--- src/rtl/slq_pkg.sv ---
// Package for the status lamp sequencer: register map, lamp codes, timing constants.
package slq_pkg;

	// Lamp drive: one bit per colour, both lit never occurs
	typedef struct packed {
		logic red;
		logic green;
	} slq_lamp_type;

	// Protocol selection codes
	localparam logic [1:0] PROTO_ETHIP = 2'h0;
	localparam logic [1:0] PROTO_MODBUS = 2'h1;
	localparam logic [1:0] PROTO_PNET = 2'h2;

	// Condition inputs gathered from drive, adapter and encoder
	typedef struct packed {
		logic self_test;
		logic link_wait;
		logic drive_ok;
		logic net_ok;
		logic name_or_ip_set;
		logic flash_ok;
		logic flash_fail;
		logic cfg_changed;
		logic proc_link_fail;
		logic encoder_err;
		logic over_temp;
		logic eth_link;
		logic cip_open;
		logic dup_ip;
		logic name_mismatch;
		logic ioc_conn;
		logic ioc_run;
		logic [2:0] tcp_count;
	} slq_cond_type;

	// Register byte offsets
	localparam logic [7:0] OFS_CTRL = 8'h00;
	localparam logic [7:0] OFS_STATUS = 8'h04;
	localparam logic [7:0] OFS_INT_STATUS = 8'h08;
	localparam logic [7:0] OFS_INT_ENABLE = 8'h0c;
	localparam logic [7:0] OFS_INT_CLEAR = 8'h10;

	// Reset values
	localparam logic [1:0] CTRL_RESET = 2'h0;
	localparam logic [3:0] INT_ENABLE_RESET = 4'h0;

	// Interrupt and status bit positions
	localparam int INT_PROC_LINK = 0;
	localparam int INT_OVER_TEMP = 1;
	localparam int INT_FLASH_FAIL = 2;
	localparam int INT_CFG_CHANGED = 3;
	localparam int STATUS_FLASH_OK = 4;

	// Timing
	localparam int CLK_HZ = 40000000;
	localparam int HALF_PERIOD_MS = 500;
	localparam int HALF_PERIOD_CYCLES = CLK_HZ / 1000 * HALF_PERIOD_MS;
	localparam int GROUP_PAUSE_MS = 2000;
	localparam int GROUP_PAUSE_HALVES = GROUP_PAUSE_MS / HALF_PERIOD_MS;
	localparam int ENC_BLINKS = 3;
	localparam int MAX_TCP_BLINKS = 5;

endpackage

--- src/rtl/slq_status_lamp_sequencer.sv ---
// Status lamp sequencer: drives module and network health lamps, with APB status and interrupts.
`timescale 1ns/1ps

// Summary of operation
// - Processor link fault latches alternating red/green module lamp until power cycle.
// - Waiting for a valid network link flashes module lamp green.
// - Successful flash write shows green and refuses commands until power cycle.
// - Protocols one and two: steady green module lamp when drive and network run.
// - Protocol three: steady green module lamp once name or IP assigned.
// - Flash red module lamp on config change, else on latched flash failure.
// - Over-temperature latches steady red module lamp until power removal.
// - Power-up initialisation blinks module lamp green.
// - Encoder error at power-up blinks module lamp red exactly three times.
// - Protocol one: network lamp flashes green with link but no CIP connection.
// - Protocol two: network lamp blinks TCP count, up to five, two second pause.
// - Protocol three: network lamp flashes green when controller stopped.
// - Protocol three: network lamp steady green when controller running.
// - Protocol three: network lamp off on duplicate IP, name mismatch, no controller.
// - Protocol one, module flashing red: network lamp flashes red on config change.
// - Protocols one and two: network lamp steady red on duplicate IP.
module slq_status_lamp_sequencer
	import slq_pkg::*;
#(
	parameter int HALF_CYCLES = HALF_PERIOD_CYCLES
)
(
	input wire logic pclk,
	input wire logic presetn,
	input wire logic psel,
	input wire logic penable,
	input wire logic pwrite,
	input wire logic [7:0] paddr,
	input wire logic [31:0] pwdata,
	output logic [31:0] prdata,
	output logic pready,
	output logic pslverr,
	input wire slq_cond_type cond,
	output slq_lamp_type module_health_lamp,
	output slq_lamp_type network_health_lamp,
	output logic cmd_refused,
	output logic irq
);

	// ==================================================
	// Elaboration checks
	// The blink-code step counter is four bits wide, so a group must fit in fifteen halves
	if (HALF_CYCLES < 2)
		$error("HALF_CYCLES must be at least 2");
	if (2 * MAX_TCP_BLINKS + GROUP_PAUSE_HALVES > 15)
		$error("Blink group does not fit the step counter");

	// ==================================================
	// Input synchroniser: conditions come from other logic on unknown timing
	slq_cond_type cond_meta;
	slq_cond_type cond_s;

	always_ff @(posedge pclk or negedge presetn)
	begin
		if (!presetn)
		begin
			cond_meta <= '0;
			cond_s <= '0;
		end
		else
		begin
			cond_meta <= cond;
			cond_s <= cond_meta;
		end
	end

	// ==================================================
	// Half-period timebase
	logic [31:0] tick_cnt;
	logic [31:0] next_tick_cnt;
	logic phase;
	logic next_phase;
	logic half_tick;

	// Single timebase keeps both lamps in step
	always_comb
	begin
		half_tick = (tick_cnt == 32'(HALF_CYCLES - 1));
		next_tick_cnt = half_tick ? 32'h0 : tick_cnt + 32'h1;
		next_phase = half_tick ? ~phase : phase;
	end

	always_ff @(posedge pclk or negedge presetn)
	begin
		if (!presetn)
		begin
			tick_cnt <= 32'h0;
			phase <= 1'b0;
		end
		else
		begin
			tick_cnt <= next_tick_cnt;
			phase <= next_phase;
		end
	end

	// ==================================================
	// Power-cycle latches: reset is the only way out
	logic lat_proc;
	logic lat_temp;
	logic lat_flash_ok;
	logic lat_flash_fail;
	logic lat_cfg;
	logic next_lat_proc;
	logic next_lat_temp;
	logic next_lat_flash_ok;
	logic next_lat_flash_fail;
	logic next_lat_cfg;

	always_comb
	begin
		next_lat_proc = lat_proc | cond_s.proc_link_fail;
		next_lat_temp = lat_temp | cond_s.over_temp;
		next_lat_flash_ok = lat_flash_ok | cond_s.flash_ok;
		next_lat_flash_fail = lat_flash_fail | cond_s.flash_fail;
		next_lat_cfg = lat_cfg | cond_s.cfg_changed;
	end

	always_ff @(posedge pclk or negedge presetn)
	begin
		if (!presetn)
		begin
			lat_proc <= 1'b0;
			lat_temp <= 1'b0;
			lat_flash_ok <= 1'b0;
			lat_flash_fail <= 1'b0;
			lat_cfg <= 1'b0;
		end
		else
		begin
			lat_proc <= next_lat_proc;
			lat_temp <= next_lat_temp;
			lat_flash_ok <= next_lat_flash_ok;
			lat_flash_fail <= next_lat_flash_fail;
			lat_cfg <= next_lat_cfg;
		end
	end

	// ==================================================
	// Encoder error blink: three red blinks after power-up
	logic [2:0] enc_left;
	logic [2:0] next_enc_left;
	logic enc_armed;
	logic next_enc_armed;
	logic [1:0] sync_fill;
	logic [1:0] next_sync_fill;

	// Only the first condition through the synchroniser counts as power-up;
	// looking earlier would see the synchroniser's reset zeros instead
	always_comb
	begin
		next_sync_fill = {sync_fill[0], 1'b1};
		next_enc_armed = enc_armed & (sync_fill != 2'h3);
		next_enc_left = enc_left;
		if (enc_armed && sync_fill == 2'h3 && cond_s.encoder_err)
			next_enc_left = 3'(ENC_BLINKS);
		else if (half_tick && phase && enc_left != 3'h0)
			next_enc_left = enc_left - 3'h1;
	end

	always_ff @(posedge pclk or negedge presetn)
	begin
		if (!presetn)
		begin
			enc_left <= 3'h0;
			enc_armed <= 1'b1;
			sync_fill <= 2'h0;
		end
		else
		begin
			enc_left <= next_enc_left;
			enc_armed <= next_enc_armed;
			sync_fill <= next_sync_fill;
		end
	end

	// ==================================================
	// TCP connection blink code: N blinks then a pause
	logic [3:0] grp_step;
	logic [3:0] next_grp_step;
	logic [2:0] tcp_n;
	logic [3:0] grp_len;

	always_comb
	begin
		tcp_n = (cond_s.tcp_count > 3'(MAX_TCP_BLINKS)) ? 3'(MAX_TCP_BLINKS) : cond_s.tcp_count;
		grp_len = 4'({tcp_n, 1'b0}) + 4'(GROUP_PAUSE_HALVES);
		next_grp_step = grp_step;
		if (half_tick)
			next_grp_step = (grp_step + 4'h1 >= grp_len) ? 4'h0 : grp_step + 4'h1;
	end

	always_ff @(posedge pclk or negedge presetn)
	begin
		if (!presetn)
			grp_step <= 4'h0;
		else
			grp_step <= next_grp_step;
	end

	// ==================================================
	// Register bus: protocol select, latched status and interrupts
	logic [1:0] ctrl;
	logic [1:0] next_ctrl;
	logic [3:0] int_status;
	logic [3:0] next_int_status;
	logic [3:0] int_enable;
	logic [3:0] next_int_enable;
	logic [3:0] int_event;
	logic [4:0] status_word;
	logic [31:0] next_prdata;
	logic next_irq;
	logic access;
	logic addr_bad;
	logic wr_bad;
	logic wr_ok;

	// No wait states: every access phase completes at once
	assign pready = psel & penable;
	assign cmd_refused = lat_flash_ok;

	// Read data is taken in the setup cycle so it stands through the access phase.
	// An interrupt event outranks a clear in the same cycle, so no event is lost.
	always_comb
	begin
		access = psel & penable;
		addr_bad = (paddr != OFS_CTRL) && (paddr != OFS_STATUS) && (paddr != OFS_INT_STATUS)
			&& (paddr != OFS_INT_ENABLE) && (paddr != OFS_INT_CLEAR);
		wr_bad = (paddr == OFS_STATUS) || (paddr == OFS_INT_STATUS)
			|| (paddr == OFS_CTRL && pwdata[1:0] == 2'h3);
		pslverr = access && (addr_bad || (pwrite && (lat_flash_ok || wr_bad)));
		wr_ok = access && pwrite && !pslverr;
		status_word = 5'h0;
		status_word[INT_PROC_LINK] = lat_proc;
		status_word[INT_OVER_TEMP] = lat_temp;
		status_word[INT_FLASH_FAIL] = lat_flash_fail;
		status_word[INT_CFG_CHANGED] = lat_cfg;
		status_word[STATUS_FLASH_OK] = lat_flash_ok;
		int_event = 4'h0;
		int_event[INT_PROC_LINK] = next_lat_proc & ~lat_proc;
		int_event[INT_OVER_TEMP] = next_lat_temp & ~lat_temp;
		int_event[INT_FLASH_FAIL] = next_lat_flash_fail & ~lat_flash_fail;
		int_event[INT_CFG_CHANGED] = next_lat_cfg & ~lat_cfg;
		next_int_status = int_status;
		if (wr_ok && paddr == OFS_INT_CLEAR)
			next_int_status = int_status & ~pwdata[3:0];
		next_int_status = next_int_status | int_event;
		next_int_enable = (wr_ok && paddr == OFS_INT_ENABLE) ? pwdata[3:0] : int_enable;
		next_ctrl = (wr_ok && paddr == OFS_CTRL) ? pwdata[1:0] : ctrl;
		next_irq = |(int_status & int_enable);
		next_prdata = prdata;
		if (psel && !penable && !pwrite)
		begin
			case (paddr)
				OFS_CTRL: next_prdata = 32'(ctrl);
				OFS_STATUS: next_prdata = 32'(status_word);
				OFS_INT_STATUS: next_prdata = 32'(int_status);
				OFS_INT_ENABLE: next_prdata = 32'(int_enable);
				default: next_prdata = 32'h0;
			endcase
		end
	end

	always_ff @(posedge pclk or negedge presetn)
	begin
		if (!presetn)
		begin
			ctrl <= CTRL_RESET;
			int_status <= 4'h0;
			int_enable <= INT_ENABLE_RESET;
			prdata <= 32'h0;
			irq <= 1'b0;
		end
		else
		begin
			ctrl <= next_ctrl;
			int_status <= next_int_status;
			int_enable <= next_int_enable;
			prdata <= next_prdata;
			irq <= next_irq;
		end
	end

	refused_write_a: assert property (@(posedge pclk) disable iff (!presetn)
		access && pwrite && lat_flash_ok |-> pslverr)
		else $error("Write accepted after flash write");
	irq_follow_a: assert property (@(posedge pclk) disable iff (!presetn)
		(|(int_status & int_enable)) |=> irq)
		else $error("Interrupt missing for enabled status");

	// ==================================================
	// Module health lamp priority
	slq_lamp_type next_mod;

	// Faults outrank initialisation, which outranks the operational states
	always_comb
	begin
		next_mod = '0;
		if (lat_temp)
			next_mod.red = 1'b1;
		else if (lat_proc)
		begin
			next_mod.red = phase;
			next_mod.green = ~phase;
		end
		else if (enc_left != 3'h0)
			next_mod.red = phase;
		else if (lat_cfg || lat_flash_fail)
			next_mod.red = phase;
		else if (lat_flash_ok)
			next_mod.green = 1'b1;
		else if (cond_s.self_test || cond_s.link_wait)
			next_mod.green = phase;
		else if (ctrl == PROTO_PNET)
			next_mod.green = cond_s.name_or_ip_set;
		else
			next_mod.green = cond_s.drive_ok & cond_s.net_ok;
	end

	// ==================================================
	// Network health lamp per protocol
	slq_lamp_type next_net;

	always_comb
	begin
		next_net = '0;
		if (lat_proc || cond_s.self_test)
		begin
			next_net.red = phase;
			next_net.green = ~phase;
		end
		else if (ctrl == PROTO_PNET)
		begin
			if (cond_s.dup_ip || cond_s.name_mismatch || !cond_s.ioc_conn)
				next_net = '0;
			else if (cond_s.ioc_run)
				next_net.green = 1'b1;
			else
				next_net.green = phase;
		end
		else if (cond_s.dup_ip)
			next_net.red = 1'b1;
		else if (ctrl == PROTO_MODBUS)
			next_net.green = phase && grp_step < 4'({tcp_n, 1'b0});
		// In protocol one a changed setting flashes both lamps, so the operator tells it from a flash failure
		else if (lat_cfg)
			next_net.red = phase;
		else if (cond_s.eth_link)
			next_net.green = cond_s.cip_open ? 1'b1 : phase;
	end

	always_ff @(posedge pclk or negedge presetn)
	begin
		if (!presetn)
		begin
			module_health_lamp <= '0;
			network_health_lamp <= '0;
		end
		else
		begin
			module_health_lamp <= next_mod;
			network_health_lamp <= next_net;
		end
	end

	// ==================================================
	// Lamp assertions and covers
	temp_red_a: assert property (@(posedge pclk) disable iff (!presetn)
		lat_temp |=> module_health_lamp.red && !module_health_lamp.green)
		else $error("Over-temperature lamp not steady red");
	proc_alternate_a: assert property (@(posedge pclk) disable iff (!presetn)
		lat_proc && !lat_temp |=> module_health_lamp.red != module_health_lamp.green)
		else $error("Link fault lamp not alternating");
	lamp_exclusive_a: assert property (@(posedge pclk) disable iff (!presetn)
		!(module_health_lamp.red && module_health_lamp.green))
		else $error("Module lamp shows both colours");
	dup_red_a: assert property (@(posedge pclk) disable iff (!presetn)
		ctrl != PROTO_PNET && cond_s.dup_ip && !lat_proc && !cond_s.self_test
		|=> network_health_lamp.red && !network_health_lamp.green)
		else $error("Duplicate address lamp not steady red");
	pnet_off_a: assert property (@(posedge pclk) disable iff (!presetn)
		ctrl == PROTO_PNET && !lat_proc && !cond_s.self_test
		&& (cond_s.dup_ip || cond_s.name_mismatch || !cond_s.ioc_conn)
		|=> !network_health_lamp.red && !network_health_lamp.green)
		else $error("Network lamp lit without controller");
	enc_blink_c: cover property (@(posedge pclk) disable iff (!presetn)
		enc_left == 3'h1 && half_tick && phase);
	cfg_flash_c: cover property (@(posedge pclk) disable iff (!presetn)
		lat_cfg && network_health_lamp.red);
	tcp_wrap_c: cover property (@(posedge pclk) disable iff (!presetn)
		ctrl == PROTO_MODBUS && half_tick && tcp_n != 3'h0 && grp_step + 4'h1 >= grp_len);
	refuse_c: cover property (@(posedge pclk) disable iff (!presetn)
		access && pslverr && lat_flash_ok);
endmodule

--- config.mk ---
export PLATFORM = sky130hd
export DESIGN_NAME = slq_status_lamp_sequencer
export DESIGN_NICKNAME = d
export VERILOG_FILES = /design/src/rtl/slq_pkg.sv /design/src/rtl/slq_status_lamp_sequencer.sv
export SDC_FILE = /design/constraint.sdc
export NUM_CORES = 1
export LEC_CHECK = 0
export BUFFER_PORTS_ARGS = -buffer_cell sky130_fd_sc_hd__buf_2
export CAP_MARGIN = 20
export CORE_MARGIN = 8
export CORE_UTILIZATION = 40
export DETAILED_ROUTE_END_ITERATION = 10
export SLEW_MARGIN = 0
export SYNTH_ARGS = -nofsm -noshare
export SYNTH_HDL_FRONTEND = slang
export SYNTH_SLANG_ARGS = --single-unit
export TNS_END_PERCENT = 50
--- constraint.sdc ---
create_clock -name pclk -period 2.2 [get_ports pclk]
set_input_delay 0.55 -clock pclk [delete_from_list [all_inputs] [get_ports pclk]]
set_output_delay 0.55 -clock pclk [all_outputs]
set_load 0.01 [all_outputs]
After elaboration in Yosys (flattened, before gate mapping)
Cells that the tools add are included.
{"block": "word_totals", "output_inout_bits": 40, "ff_bits": 135, "input_bits": 65, "word_cells": 164}
{"block": "op_classes", "reduce_logical": 37, "addsub": 4, "bitwise": 21, "n_lt_le_gt_ge": 3, "muxes": 29, "n_eq_ne": 14}
{"cell": "adder 32 x 1 -> 32 bit (second input constant)", "n": 1}
{"cell": "== test 32 x 25 -> 1 bit (second input constant)", "n": 1}
{"cell": "two-way mux 32 bit", "n": 1}
{"cell": "case mux 5 bit (4 select lines)", "n": 1}
{"cell": "logical AND 1 bit", "n": 19}
{"cell": "two-way mux 1 bit", "n": 19}
{"cell": "== test 8 x 4 -> 1 bit (second input constant)", "n": 2}
{"cell": "inequality test 8 x 4 -> 1 bit (second input constant)", "n": 2}
{"cell": "logical OR 1 bit", "n": 9}
{"cell": "two-way mux 3 bit", "n": 3}
{"cell": "bitwise AND 4 bit", "n": 2}
{"cell": "== test 8 x 3 -> 1 bit (second input constant)", "n": 1}
{"cell": "== test 8 x 5 -> 1 bit (second input constant)", "n": 1}
{"cell": "logical NOT 8 bit", "n": 1}
{"cell": "two-way mux 4 bit", "n": 2}
{"cell": "inequality test 8 x 3 -> 1 bit (second input constant)", "n": 1}
{"cell": "inequality test 8 x 5 -> 1 bit (second input constant)", "n": 1}
{"cell": "nonzero test 8 bit", "n": 1}
{"cell": "bitwise AND 1 bit", "n": 7}
{"cell": "== test 2 bit (second input constant)", "n": 3}
{"cell": "two-way mux 2 bit", "n": 3}
{"cell": "NOT 1 bit", "n": 5}
{"cell": "OR 1 bit", "n": 5}
{"cell": "adder 4 x 1 -> 4 bit (second input constant)", "n": 1}
{"cell": "other kinds (13)", "n": 16}

Logic depth before layout (Yosys ltp)
Gate-level depths: netlist of the first run.
{"block": "logic_depth", "word_depth": 12, "mapped_depth": 8, "mapped_depth_nobuf": 8}

Worst setup path after synthesis of the first run
No wires, ideal clock.
{"block": "synth_timing", "path_kind": "input to register", "start": "in paddr[5]", "end": "reg int_enable[0]", "slack_ps": 203, "setup_time_ps": 125, "stages": 4, "t_arrival_ps": 1872, "t_required_ps": 2075, "n_path_buf": 0, "cell_sequence": "or4_1 -> nor3_2 -> nand4_1 -> mux2_2"}
{"block": "synth_via", "elab_chain_cells": 10, "word_cells_on_any_way": 23, "classes_between": "eq/ne: 7; reduce/logical: 16"}
{"element": "start, declared", "line_no": "slq_status_lamp_sequencer.sv:32", "source": "input wire logic [7:0] paddr,"}
{"element": "inequality test 8 x 3 -> 1 bit (tied with other cells)", "line_no": "slq_status_lamp_sequencer.sv:231", "source": "addr_bad = (paddr != OFS_CTRL) && (paddr != OFS_STATUS) && (paddr != OFS_INT_STATUS)"}
{"element": "logical AND 1 bit (tied with other cells)", "line_no": "slq_status_lamp_sequencer.sv:231"}
{"element": "logical AND 1 bit or logical OR 1 bit (tied branches)", "line_no": "slq_status_lamp_sequencer.sv:231, slq_status_lamp_sequencer.sv:234"}
{"element": "logical AND 1 bit or logical OR 1 bit (tied branches)", "line_no": "slq_status_lamp_sequencer.sv:232, slq_status_lamp_sequencer.sv:235"}
{"element": "logical AND 1 bit, on equally long branches", "line_no": "slq_status_lamp_sequencer.sv:232, slq_status_lamp_sequencer.sv:235"}
{"element": "logical OR 1 bit", "line_no": "slq_status_lamp_sequencer.sv:235", "source": "pslverr = access && (addr_bad || (pwrite && (lat_flash_ok || wr_bad)));"}
{"element": "logical AND 1 bit", "line_no": "slq_status_lamp_sequencer.sv:235"}
{"element": "logical NOT 1 bit", "line_no": "slq_status_lamp_sequencer.sv:236", "source": "wr_ok = access && pwrite && !pslverr;"}
{"element": "logical AND 1 bit", "line_no": "slq_status_lamp_sequencer.sv:236"}
{"element": "logical AND 1 bit (*)", "line_no": "slq_status_lamp_sequencer.sv:252", "source": "next_int_enable = (wr_ok && paddr == OFS_INT_ENABLE) ? pwdata[3:0] : int_enable;"}
{"element": "end signal, assigned", "line_no": "slq_status_lamp_sequencer.sv:282", "source": "int_enable <= next_int_enable;"}
{"element": "end, declared", "line_no": "slq_status_lamp_sequencer.sv:211", "source": "logic [3:0] int_enable;"}
Mark *: on every way between the ends. The rest lies on a longest branch, timed or not.
A chain may end at the register's enable or synchronous reset.

Final worst setup path of the first run
{"block": "layout_timing", "start": "in paddr[5]", "end": "out pslverr"}
{"block": "layout_via", "elab_chain_cells": 7, "word_cells_on_any_way": 19, "classes_between": "eq/ne: 6; reduce/logical: 13"}
{"element": "inequality test 8 x 3 -> 1 bit (tied with other cells)", "line_no": "slq_status_lamp_sequencer.sv:231"}
{"element": "logical AND 1 bit (tied with other cells)", "line_no": "slq_status_lamp_sequencer.sv:231"}
{"element": "logical AND 1 bit or logical OR 1 bit (tied branches)", "line_no": "slq_status_lamp_sequencer.sv:231, slq_status_lamp_sequencer.sv:234"}
{"element": "logical AND 1 bit or logical OR 1 bit (tied branches)", "line_no": "slq_status_lamp_sequencer.sv:232, slq_status_lamp_sequencer.sv:235"}
{"element": "logical AND 1 bit, on equally long branches", "line_no": "slq_status_lamp_sequencer.sv:232, slq_status_lamp_sequencer.sv:235"}
{"element": "logical OR 1 bit (*)", "line_no": "slq_status_lamp_sequencer.sv:235"}
{"element": "logical AND 1 bit (*)", "line_no": "slq_status_lamp_sequencer.sv:235"}
{"element": "end, declared", "line_no": "slq_status_lamp_sequencer.sv:36", "source": "output logic pslverr,"}
Marks and branches as above.

==> run summary, run 1 <==
Syn Inst Count -> 407
IR drop worst, VDD -> 0.000394 V
Maximum Capacitance Violations -> 0
count of inserted antenna diode cells -> 0
Int Power -> 2.89 mW
relative contribution of the clock network to total power -> 40.6%
pin count of the biggest net entering global routing -> 46
Detailed Routing Iterations Pass 1 -> 4
Setup Total Neg Slack -> 0 ps
Final period util -> 96.7%
reg2reg start -> tick_cnt[0]
critical path class -> in -> out
number of buffers inserted during clock tree synthesis -> 9
count of input and output buffers -> 49
leading cell type by number of instances after synthesis -> sky130_fd_sc_hd__dfrtp_1
setup repair after global routing missed its margin -> false
part of the total power dissipated in sequential elements -> 55.1%
startpoint class of the critical path -> input port
list of most frequent post-synthesis cells -> sky130_fd_sc_hd__dfrtp_1, sky130_fd_sc_hd__nand2_1, sky130_fd_sc_hd__buf_4
upper clock frequency limit -> 470 MHz
area leader, netlist -> sky130_fd_sc_hd__dfrtp_1
height of the die -> 124 µm
Routability Congestion -> 0.796
level count of the clock H-tree -> 3
Iter 0 DRT Violations -> 180
number of enable flip-flop cells after synthesis -> 0
critical path peak fanout -> 4
mean cell area of the mapped netlist -> 11.6 µm²
core area -> 11500 µm²
total placed instance area -> 5100 µm²
number of top-level pins -> 105
Detailed Route WL -> 9370 µm
layout cell share with drive strength beyond 1 -> 23.0%
clock slew at the register clock pins of the worst setup and hold paths -> 70 ps
final count of hold timing violations -> 0
Clock Tree Root -> sky130_fd_sc_hd__clkbuf_16
vias per cell -> 5.15
die area -> 15500 µm²
post-layout util -> 46.9%
top-area cell type share of the netlist area -> 56.9%
TritonCTS clock tree -> done
Rel. slew slack -> 65.9%
growth of design area from synthesis to finish -> 14.5%
worst-case reg-to-reg path depth -> 5
worst-case clock skew -> 7.51 ps
fraction of registers with async set or reset after synthesis -> 100%
capturing element type of the critical path -> output port
count of endpoints failing setup in the final report -> 0
most area-consuming cells after synthesis -> sky130_fd_sc_hd__dfrtp_1, sky130_fd_sc_hd__buf_4, sky130_fd_sc_hd__xnor2_1, sky130_fd_sc_hd__nand2_1, sky130_fd_sc_hd__ha_1
Worst Max-Slew Pin Slew -> 512 ps
maximum buffer depth of the clock tree -> 2
Synth warnings -> 0
# DRC -> 0
Die W -> 124 µm
TritonCTS Sinks -> 108
worst skew pair latency -> 350 ps
power density cells -> 691 nW/µm²
global-route wire length before repair -> 16400 µm
number of nets in the final layout -> 543
cell total after placement -> 601
Initial Util -> 41.0%
antenna violations before repair -> 0
worst hold path type -> in -> async
Leak Pwr -> 2.46 nW
result of the run -> finished, final reports clean
Post-Synthesis Cell Area -> 4700 µm²
switching part of the total -> 22.5%
Congestion Overflow GR -> 0
required time worst endpoint -> 1650 ps
count of standard-cell rows -> 39
part of the power in combinational logic -> 4.3%
count of cell types in the netlist -> 57
global routing usage summed across all routing layers -> 12.7%
sequential area share after synthesis -> 57.5%
met2 track utilization from global routing -> 20.4%
switching power of the nets -> 836 µW
Finished Cell Area -> 5380 µm²
met3 Usage GRT -> 4.64%
number of nets still failing antenna checks after routing -> 0
post-route non-filler standard cell count -> 617
half-perimeter wire length after placement -> 6710 µm
CTS Hold Bufs -> 0
worst path arrival time -> 1580 ps
number of flip-flops and latches in the synthesized netlist -> 108
total number of vias -> 3177
Setup crit start -> paddr[5]
Synth Flop Type -> sky130_fd_sc_hd__dfrtp_1
final period demand of the worst path -> 2130 ps
count of final max-slew check failures -> 0
final-layout fill cell count -> 1075
number of global-route vias before repair -> 3269
detailed-route wire length per cell -> 15.2 µm
busiest layer in global routing -> met2
global-route met1 utilization -> 15.6%
==> state kept, by name, summed over array words and instances (netlist names), 2 cells and up <==
register	cells
module_health_lamp	2
int_enable	4
int_status	4
sync_fill	2
tick_cnt	32
cond_s	20
cond_meta	20
enc_left	3
network_health_lamp	2
ctrl	2
grp_step	4
prdata	5
==> placed cells by master (no fill, tap or decap), types with 5 or more instances in the layout <==
master,n
sky130_fd_sc_hd__o31ai_1,8
sky130_fd_sc_hd__a21oi_1,7
sky130_fd_sc_hd__nor4_1,6
sky130_fd_sc_hd__mux2_2,8
sky130_fd_sc_hd__dfrtp_1,107
sky130_fd_sc_hd__nand2_1,32
sky130_fd_sc_hd__xnor2_1,20
sky130_fd_sc_hd__clkbuf_16,9
sky130_fd_sc_hd__inv_1,15
sky130_fd_sc_hd__nor2_1,16
sky130_fd_sc_hd__or3_1,5
sky130_fd_sc_hd__nand3_1,15
sky130_fd_sc_hd__nand2b_1,6
sky130_fd_sc_hd__conb_1,28
sky130_fd_sc_hd__buf_4,11
sky130_fd_sc_hd__nor2b_1,5
sky130_fd_sc_hd__o21ai_0,18
sky130_fd_sc_hd__or2_2,6
sky130_fd_sc_hd__xor2_1,6
sky130_fd_sc_hd__ha_1,9
sky130_fd_sc_hd__nand4_1,16
sky130_fd_sc_hd__and3_1,5
sky130_fd_sc_hd__buf_2,48
==> timing repair <==
| action | CTS | global route |
|---|---|---|
| endpoints found under the setup margin | 0 | 1 |
| resized for setup | 0 | 1 |
| buffers inserted | 0 | 0 |
==> power by group through the flow <==
| stage | clock network (mW) | logic (mW) | registers (mW) |
|---|---|---|---|
| after floorplan | 0 | 0.100 | 2.08 |
| after global placement | 0 | 0.158 | 2.09 |
| after detailed placement | 0 | 0.162 | 2.09 |
| after CTS | 1.56 | 0.163 | 2.05 |
| after global routing | 1.65 | 0.185 | 2.05 |
| final | 1.51 | 0.160 | 2.05 |
==> critical path: stages <==
cell	delay (ps)
sky130_fd_sc_hd__buf_2	100
sky130_fd_sc_hd__or4_1	580
sky130_fd_sc_hd__nor2_1	120
sky130_fd_sc_hd__a31oi_1	80
sky130_fd_sc_hd__buf_2	140
==> metrics by stage <==
step	setup WS (ps)	hold slack, ps	power, mW
detailed placement	69.4	335	2.25
global placement	71.1	333	2.25
finish	73.4	171	3.72
floorplan	203	254	2.18
CTS	61.6	186	3.78
global route	34.7	209	3.89
==> metal layers <==
layer  up-vias  wire length [µm]
met5         -                 0
li1       1513                 -
met2        64              4550
met3        12               464
met1      1588              4220
met4         0               137
==> area by class of cell <==
class                      count  area, µm²  share of cell area, %
timing repair buffer          61        363                   6.74
clock inverter                 6       37.5                  0.697
inverter                      15       56.3                   1.05
tap                          143        179                   3.32
sequential                   108       2700                   50.2
clock buffer                  10        239                   4.44
multi-input combinational    274       1800                   33.5
==> kinds of logic (layout without fill, tap and decap cells) <==
group / Yosys count / count (layout) / synth area share (%)
simple gates: 136 / 136 / 16.4
flops: 108 / 108 / 57.5
compound gates: 64 / 64 / 9.29
buf+inv: 51 / 92 / 6.28
xor+xnor: 26 / 26 / 4.84
mux: 11 / 11 / 3.09
fa+ha+maj: 9 / 9 / 2.39
other cells: 2 / 28 / 0.160
==> final timing paths <==
path | slack [ps] | endpoint
max | 70 | pslverr
min | 170 | cond_s[1]
max reg2reg | 150 | tick_cnt[24]
min reg2reg | 350 | cond_s[4]
max in group asynchronous | 1420 | cond_meta[17]
min in group pclk | 300 | cond_meta[9]
(Power assumes the default switching activity.)
==> inputs of run 2 (changes only) <==
CELL_PAD_IN_SITES_DETAIL_PLACEMENT = 1   (was unset)
CELL_PAD_IN_SITES_GLOBAL_PLACEMENT = 2   (was unset)
CORE_UTILIZATION = 35   (was 40)
PLACE_DENSITY_LB_ADDON = 0.1   (was unset)
clock period = 2 ns   (was 2.2 ns; I/O delays follow)
==> run 2 against run 1 <==
  * Via count is 3.8% higher
  * Power increased by 14%
  * Worst hold slack got worse by 150 ps
  * Cell count increased by 9.6%
  * Combinational power rose by 14%
  * Clock skew shrank 0.88 ps
  * Sequential cell count is the same
  * Highest routed layer unchanged
  * Clock power grew 21%
  * Critical path type unchanged
==> run summary, run 2 (synthesis results as in run 1) <==
result of the run -> finished, final reports clean
count of endpoints failing setup in the final report -> 0
Detailed Route WL -> 10800 µm
most frequent cells in the layout -> sky130_fd_sc_hd__dfrtp_1, sky130_fd_sc_hd__buf_2, sky130_fd_sc_hd__buf_4, sky130_fd_sc_hd__nand2_1, sky130_fd_sc_hd__conb_1
Detailed Routing Iterations Pass 1 -> 4
setup slack, reg-to-reg -> 90 ps
# DRC -> 0
number of top-level pins -> 105
critical path peak fanout -> 3
Initial Util -> 35.6%
Leak Pwr -> 2.62 nW
half-perimeter wire length after placement -> 8060 µm
worst-case clock skew -> 6.63 ps
worst hold slack -> 25.5 ps
final period demand of the worst path -> 1970 ps
Setup Total Neg Slack -> 0 ps
number of nets still failing antenna checks after routing -> 0
Routability Congestion -> 0.748
global routing usage summed across all routing layers -> 13.2%
count of final max-slew check failures -> 0
core area -> 13200 µm²
setup repair after global routing missed its margin -> true
number of nets in the final layout -> 569
layout cell share with drive strength beyond 1 -> 28.0%
clock slew at the register clock pins of the worst setup and hold paths -> 80 ps
count of inserted antenna diode cells -> 0
number of global-route vias before repair -> 3702
die area -> 17400 µm²
startpoint class of the critical path -> input port
critical path class -> in -> out
maximum buffer depth of the clock tree -> 2
final-layout fill cell count -> 1452
detailed-route wire length per cell -> 15.9 µm
level count of the clock H-tree -> 3
power density cells -> 748 nW/µm²
vias per cell -> 4.88
top flop regs -> tick_cnt: 32 flops, cond_meta: 20 flops, cond_s: 20 flops
antenna violations before repair -> 0
capturing element type of the critical path -> output port
required time worst endpoint -> 1500 ps
IR drop worst, VDD -> 0.000540 V
Maximum Capacitance Violations -> 0
flip-flop count of the largest register, all copies and words added -> 32
Die W -> 132 µm
growth of design area from synthesis to finish -> 21.0%
Clock Tree Root -> sky130_fd_sc_hd__clkbuf_16
worst hold path type -> in -> async
Iter 0 DRT Violations -> 159
TritonCTS Sinks -> 108
count of standard-cell rows -> 42
TritonCTS clock tree -> done
total number of vias -> 3299
worst skew pair latency -> 360 ps
Final period util -> 98.4%
height of the die -> 132 µm
global-route wire length before repair -> 18800 µm
number of buffers inserted during clock tree synthesis -> 9
worst path arrival time -> 1470 ps
pin count of the biggest net entering global routing -> 45
final count of hold timing violations -> 0
Congestion Overflow GR -> 0
largest register by flop count -> tick_cnt
CTS Hold Bufs -> 0
commonest non-fill, non-tap cell in the layout -> sky130_fd_sc_hd__dfrtp_1
upper clock frequency limit -> 508 MHz
count of input and output buffers -> 49
-- run 2: per-stage QoR --
step	worst slack, ps	instance area [µm²]	instances	util (%)	total power, mW
global route	-11.4	5690	676	43.1	4.44
CTS	5.95	5630	673	42.7	4.34
floorplan	20.1	4800	433	-	2.40
finish	31.2	5690	676	43.1	4.25
detailed placement	-177	5300	656	40.2	2.48
global placement	-75.2	5300	656	40.2	2.47
-- run 2: repair_timing --
item | in CTS | in global routing
cloned | 0 | 0
pin swaps | 1 | 4
setup endpoints to repair | 13 | 4
setup buffers | 1 | 3
gates resized for setup | 3 | 7
-- run 2: worst paths after layout --
check,from,to,cells past startpoint
min in group pclk,cond[15],cond_meta[15],1
max in group asynchronous,presetn,tick_cnt[24],2
max reg2reg,tick_cnt[1],tick_cnt[24],5
min reg2reg,cond_meta[9],cond_s[9],0
min,presetn,tick_cnt[10],1
max,paddr[1],pslverr,5
-- run 2: worst max-delay path, cell delays in order --
cell	delay, ps
sky130_fd_sc_hd__buf_6	90
sky130_fd_sc_hd__or4_4	550
sky130_fd_sc_hd__nor2_2	120
sky130_fd_sc_hd__a31oi_1	70
sky130_fd_sc_hd__buf_2	150
-- run 2: metal layers --
metal	share of wire (%)	wire length [µm]	track usage, %	vias to the layer above
met5	0	0	0	-
met4	1.3	142	4.02	0
met3	4.3	466	4.27	9
met2	46	4980	20.7	50
met1	48	5180	16.9	1664
li1	-	-	-	1576
-- run 2: where the power goes --
part           leakage [nW]  internal [mW]  switching [mW]
combinational          1.12         0.0685           0.114
clock                 0.151          0.904           0.914
sequential             1.34           2.23          0.0225
-- run 2: cell type report --
cell class              instances  area [µm²]  area share (%)
clock buffers                   9         225            3.96
clock inverters                 7        86.3            1.52
inverters                      15        56.3           0.990
multi-input cells             274        1850            32.4
flip-flops and latches        108        2700            47.5
well taps                     176         220            3.87
repair buffers                 87         552            9.70
==> inputs of run 3 (changes only) <==
PLACE_DENSITY_LB_ADDON = 0.3   (was 0.1)
==> run 3 against run 2 <==
  * Worst setup slack improved by 16 ps
  * Critical path depth unchanged
  * Sequential cell count unchanged
  * Sequential share of layout area rose by 0.69 points
  * First-iteration DRC count fell by 30%
  * Global-route usage fell by 0.17 points
  * Routed wire length down 0.34%
  * Clock-buffer cell count is the same
  * Clock skew decreased by 2.5 ps
  * Clock power is 7% lower
  * Via count down 0.97%
  * Largest cell class unchanged
==> run summary, run 3 (synthesis results as in run 1) <==
result of the run -> finished, final reports clean
clock slew at the register clock pins of the worst setup and hold paths -> 70 ps
Setup Total Neg Slack -> 0 ps
Congestion Overflow GR -> 0
Final period util -> 97.6%
Int Power -> 3.16 mW
Maximum Capacitance Violations -> 0
critical path peak fanout -> 3
vias per cell -> 4.88
worst hold path type -> in -> async
count of input and output buffers -> 49
global-route wire length before repair -> 18500 µm
part of the total power dissipated in sequential elements -> 54.5%
TritonCTS clock tree -> done
Detailed Route WL -> 10700 µm
upper clock frequency limit -> 512 MHz
relative contribution of the clock network to total power -> 41.0%
final period demand of the worst path -> 1950 ps
layout cell share with drive strength beyond 1 -> 27.4%
TritonCTS Sinks -> 108
total chip power -> 4.14 mW
buffers and inverters on the worst path -> 2
flip-flop count of the largest register, all copies and words added -> 32
Detailed Routing Iterations Pass 1 -> 4
part of the power in combinational logic -> 4.4%
capturing element type of the critical path -> output port
global routing usage summed across all routing layers -> 13.0%
Die W -> 132 µm
number of gates on the worst path with buffers counted -> 5
pin count of the biggest net entering global routing -> 49
number of top-level pins -> 105
number of buffers inserted during clock tree synthesis -> 9
IR drop worst, VDD -> 0.000429 V
worst r2r dst -> tick_cnt[24]
largest register by flop count -> tick_cnt
slowest cell on the critical path -> sky130_fd_sc_hd__or4_4
required time worst endpoint -> 1500 ps
half-perimeter wire length after placement -> 8060 µm
count of inserted antenna diode cells -> 0
category of cells accounting for the largest share of critical-path delay -> simple AND/OR/NAND/NOR gates
post-layout util -> 42.5%
switching part of the total -> 23.6%
delay of the slowest cell on the worst path -> 550 ps
Iter 0 DRT Violations -> 111
# DRC -> 0
crit-path cells -> buf_2 -> or4_4 -> nor2_2 -> a31oi_1 -> buf_2
maximum buffer depth of the clock tree -> 2
worst-case clock skew -> 4.12 ps
count of endpoints failing setup in the final report -> 0
count of final max-slew check failures -> 0
final count of hold timing violations -> 0
Clock Tree Root -> sky130_fd_sc_hd__clkbuf_16
worst path arrival time -> 1450 ps
detailed-route wire length per cell -> 16.0 µm
commonest non-fill, non-tap cell in the layout -> sky130_fd_sc_hd__dfrtp_1
number of nets still failing antenna checks after routing -> 0
power density cells -> 738 nW/µm²
setup slack, reg-to-reg -> 80 ps
top flop regs -> tick_cnt: 32 flops, cond_meta: 20 flops, cond_s: 20 flops
die area -> 17400 µm²
switching power of the nets -> 979 µW
CTS Hold Bufs -> 0
growth of design area from synthesis to finish -> 19.3%
reg2reg start -> tick_cnt[1]
final-layout fill cell count -> 1476
worst-case reg-to-reg path depth -> 5
critical path class -> in -> out
number of global-route vias before repair -> 3633
most frequent cells in the layout -> sky130_fd_sc_hd__dfrtp_1, sky130_fd_sc_hd__buf_2, sky130_fd_sc_hd__nand2_1, sky130_fd_sc_hd__buf_4, sky130_fd_sc_hd__conb_1
Initial Util -> 35.6%
CP dominant cell by count -> sky130_fd_sc_hd__buf_2
worst skew pair latency -> 350 ps
count of standard-cell rows -> 42
Leak Pwr -> 2.55 nW
level count of the clock H-tree -> 3
Routability Congestion -> 0.763
startpoint class of the critical path -> input port
total number of vias -> 3267
height of the die -> 132 µm
number of nets in the final layout -> 562
antenna violations before repair -> 0
core area -> 13200 µm²
## run 3: cell types whose count changed in the layout (fill, tap and decap cells not counted), sizes merged
cell | previous run | this run
buf | 87 | 80
clkinv | 3 | 1
clkinvlp | 0 | 4
inv | 19 | 17
## run 3: worst reg2reg max path, cell delays in order, from the launching register on
cell	delay, ps
sky130_fd_sc_hd__dfrtp_1	380
sky130_fd_sc_hd__ha_2	200
sky130_fd_sc_hd__nand4_2	120
sky130_fd_sc_hd__or4_4	590
sky130_fd_sc_hd__or4_4	430
sky130_fd_sc_hd__a21oi_2	140
## run 3: per-layer routing
metal,up-vias,part of all wire [%],GRT usage (%)
met3,13,4.0,3.96
met2,51,51,22.5
met5,-,0,0
met1,1648,43,15.0
li1,1555,-,-
met4,0,1.8,4.40
## run 3: how the worst max path moves through the flow
stage                      start            end
global placement        paddr[5]  int_enable[1]
global route         grp_step[0]    grp_step[2]
floorplan            tick_cnt[0]   tick_cnt[24]
CTS                 tick_cnt[25]          phase
finish                  paddr[1]        pslverr
detailed placement      paddr[5]  int_enable[2]
## run 3: what timing repair did
item,4_1_cts,5_1_grt
pin swaps,0,3
gates cloned,0,0
setup buffers,0,1
setup endpoints to repair,10,17
gates resized for setup,2,7
## run 3: cell type report
cell class / instances / area (µm²) / area share (%)
clock buffer: 9 / 225 / 4.02
inverter: 15 / 56.3 / 1.00
sequential: 108 / 2700 / 48.2
clock inverter: 7 / 58.8 / 1.05
multi-input combinational: 274 / 1840 / 32.8
tap: 176 / 220 / 3.93
timing repair buffer: 80 / 505 / 9.01
## run 3: power by group through the flow
stage | logic, mW | clock network [mW] | registers (mW)
finish | 0.183 | 1.70 | 2.26
global route | 0.210 | 1.84 | 2.26
detailed placement | 0.183 | 0 | 2.30
CTS | 0.184 | 1.76 | 2.26
global placement | 0.178 | 0 | 2.30
floorplan | 0.110 | 0 | 2.29
## run 3: stage by stage
step | instances | setup slack [ps] | hold slack [ps] | instance area, µm²
global placement | 652 | -83.8 | 333 | 5280
global route | 669 | -10.7 | 119 | 5610
floorplan | 433 | 20.1 | 204 | 4800
detailed placement | 652 | -119 | 336 | 5280
CTS | 668 | 4.00 | 103 | 5570
finish | 669 | 47.4 | 93.7 | 5610
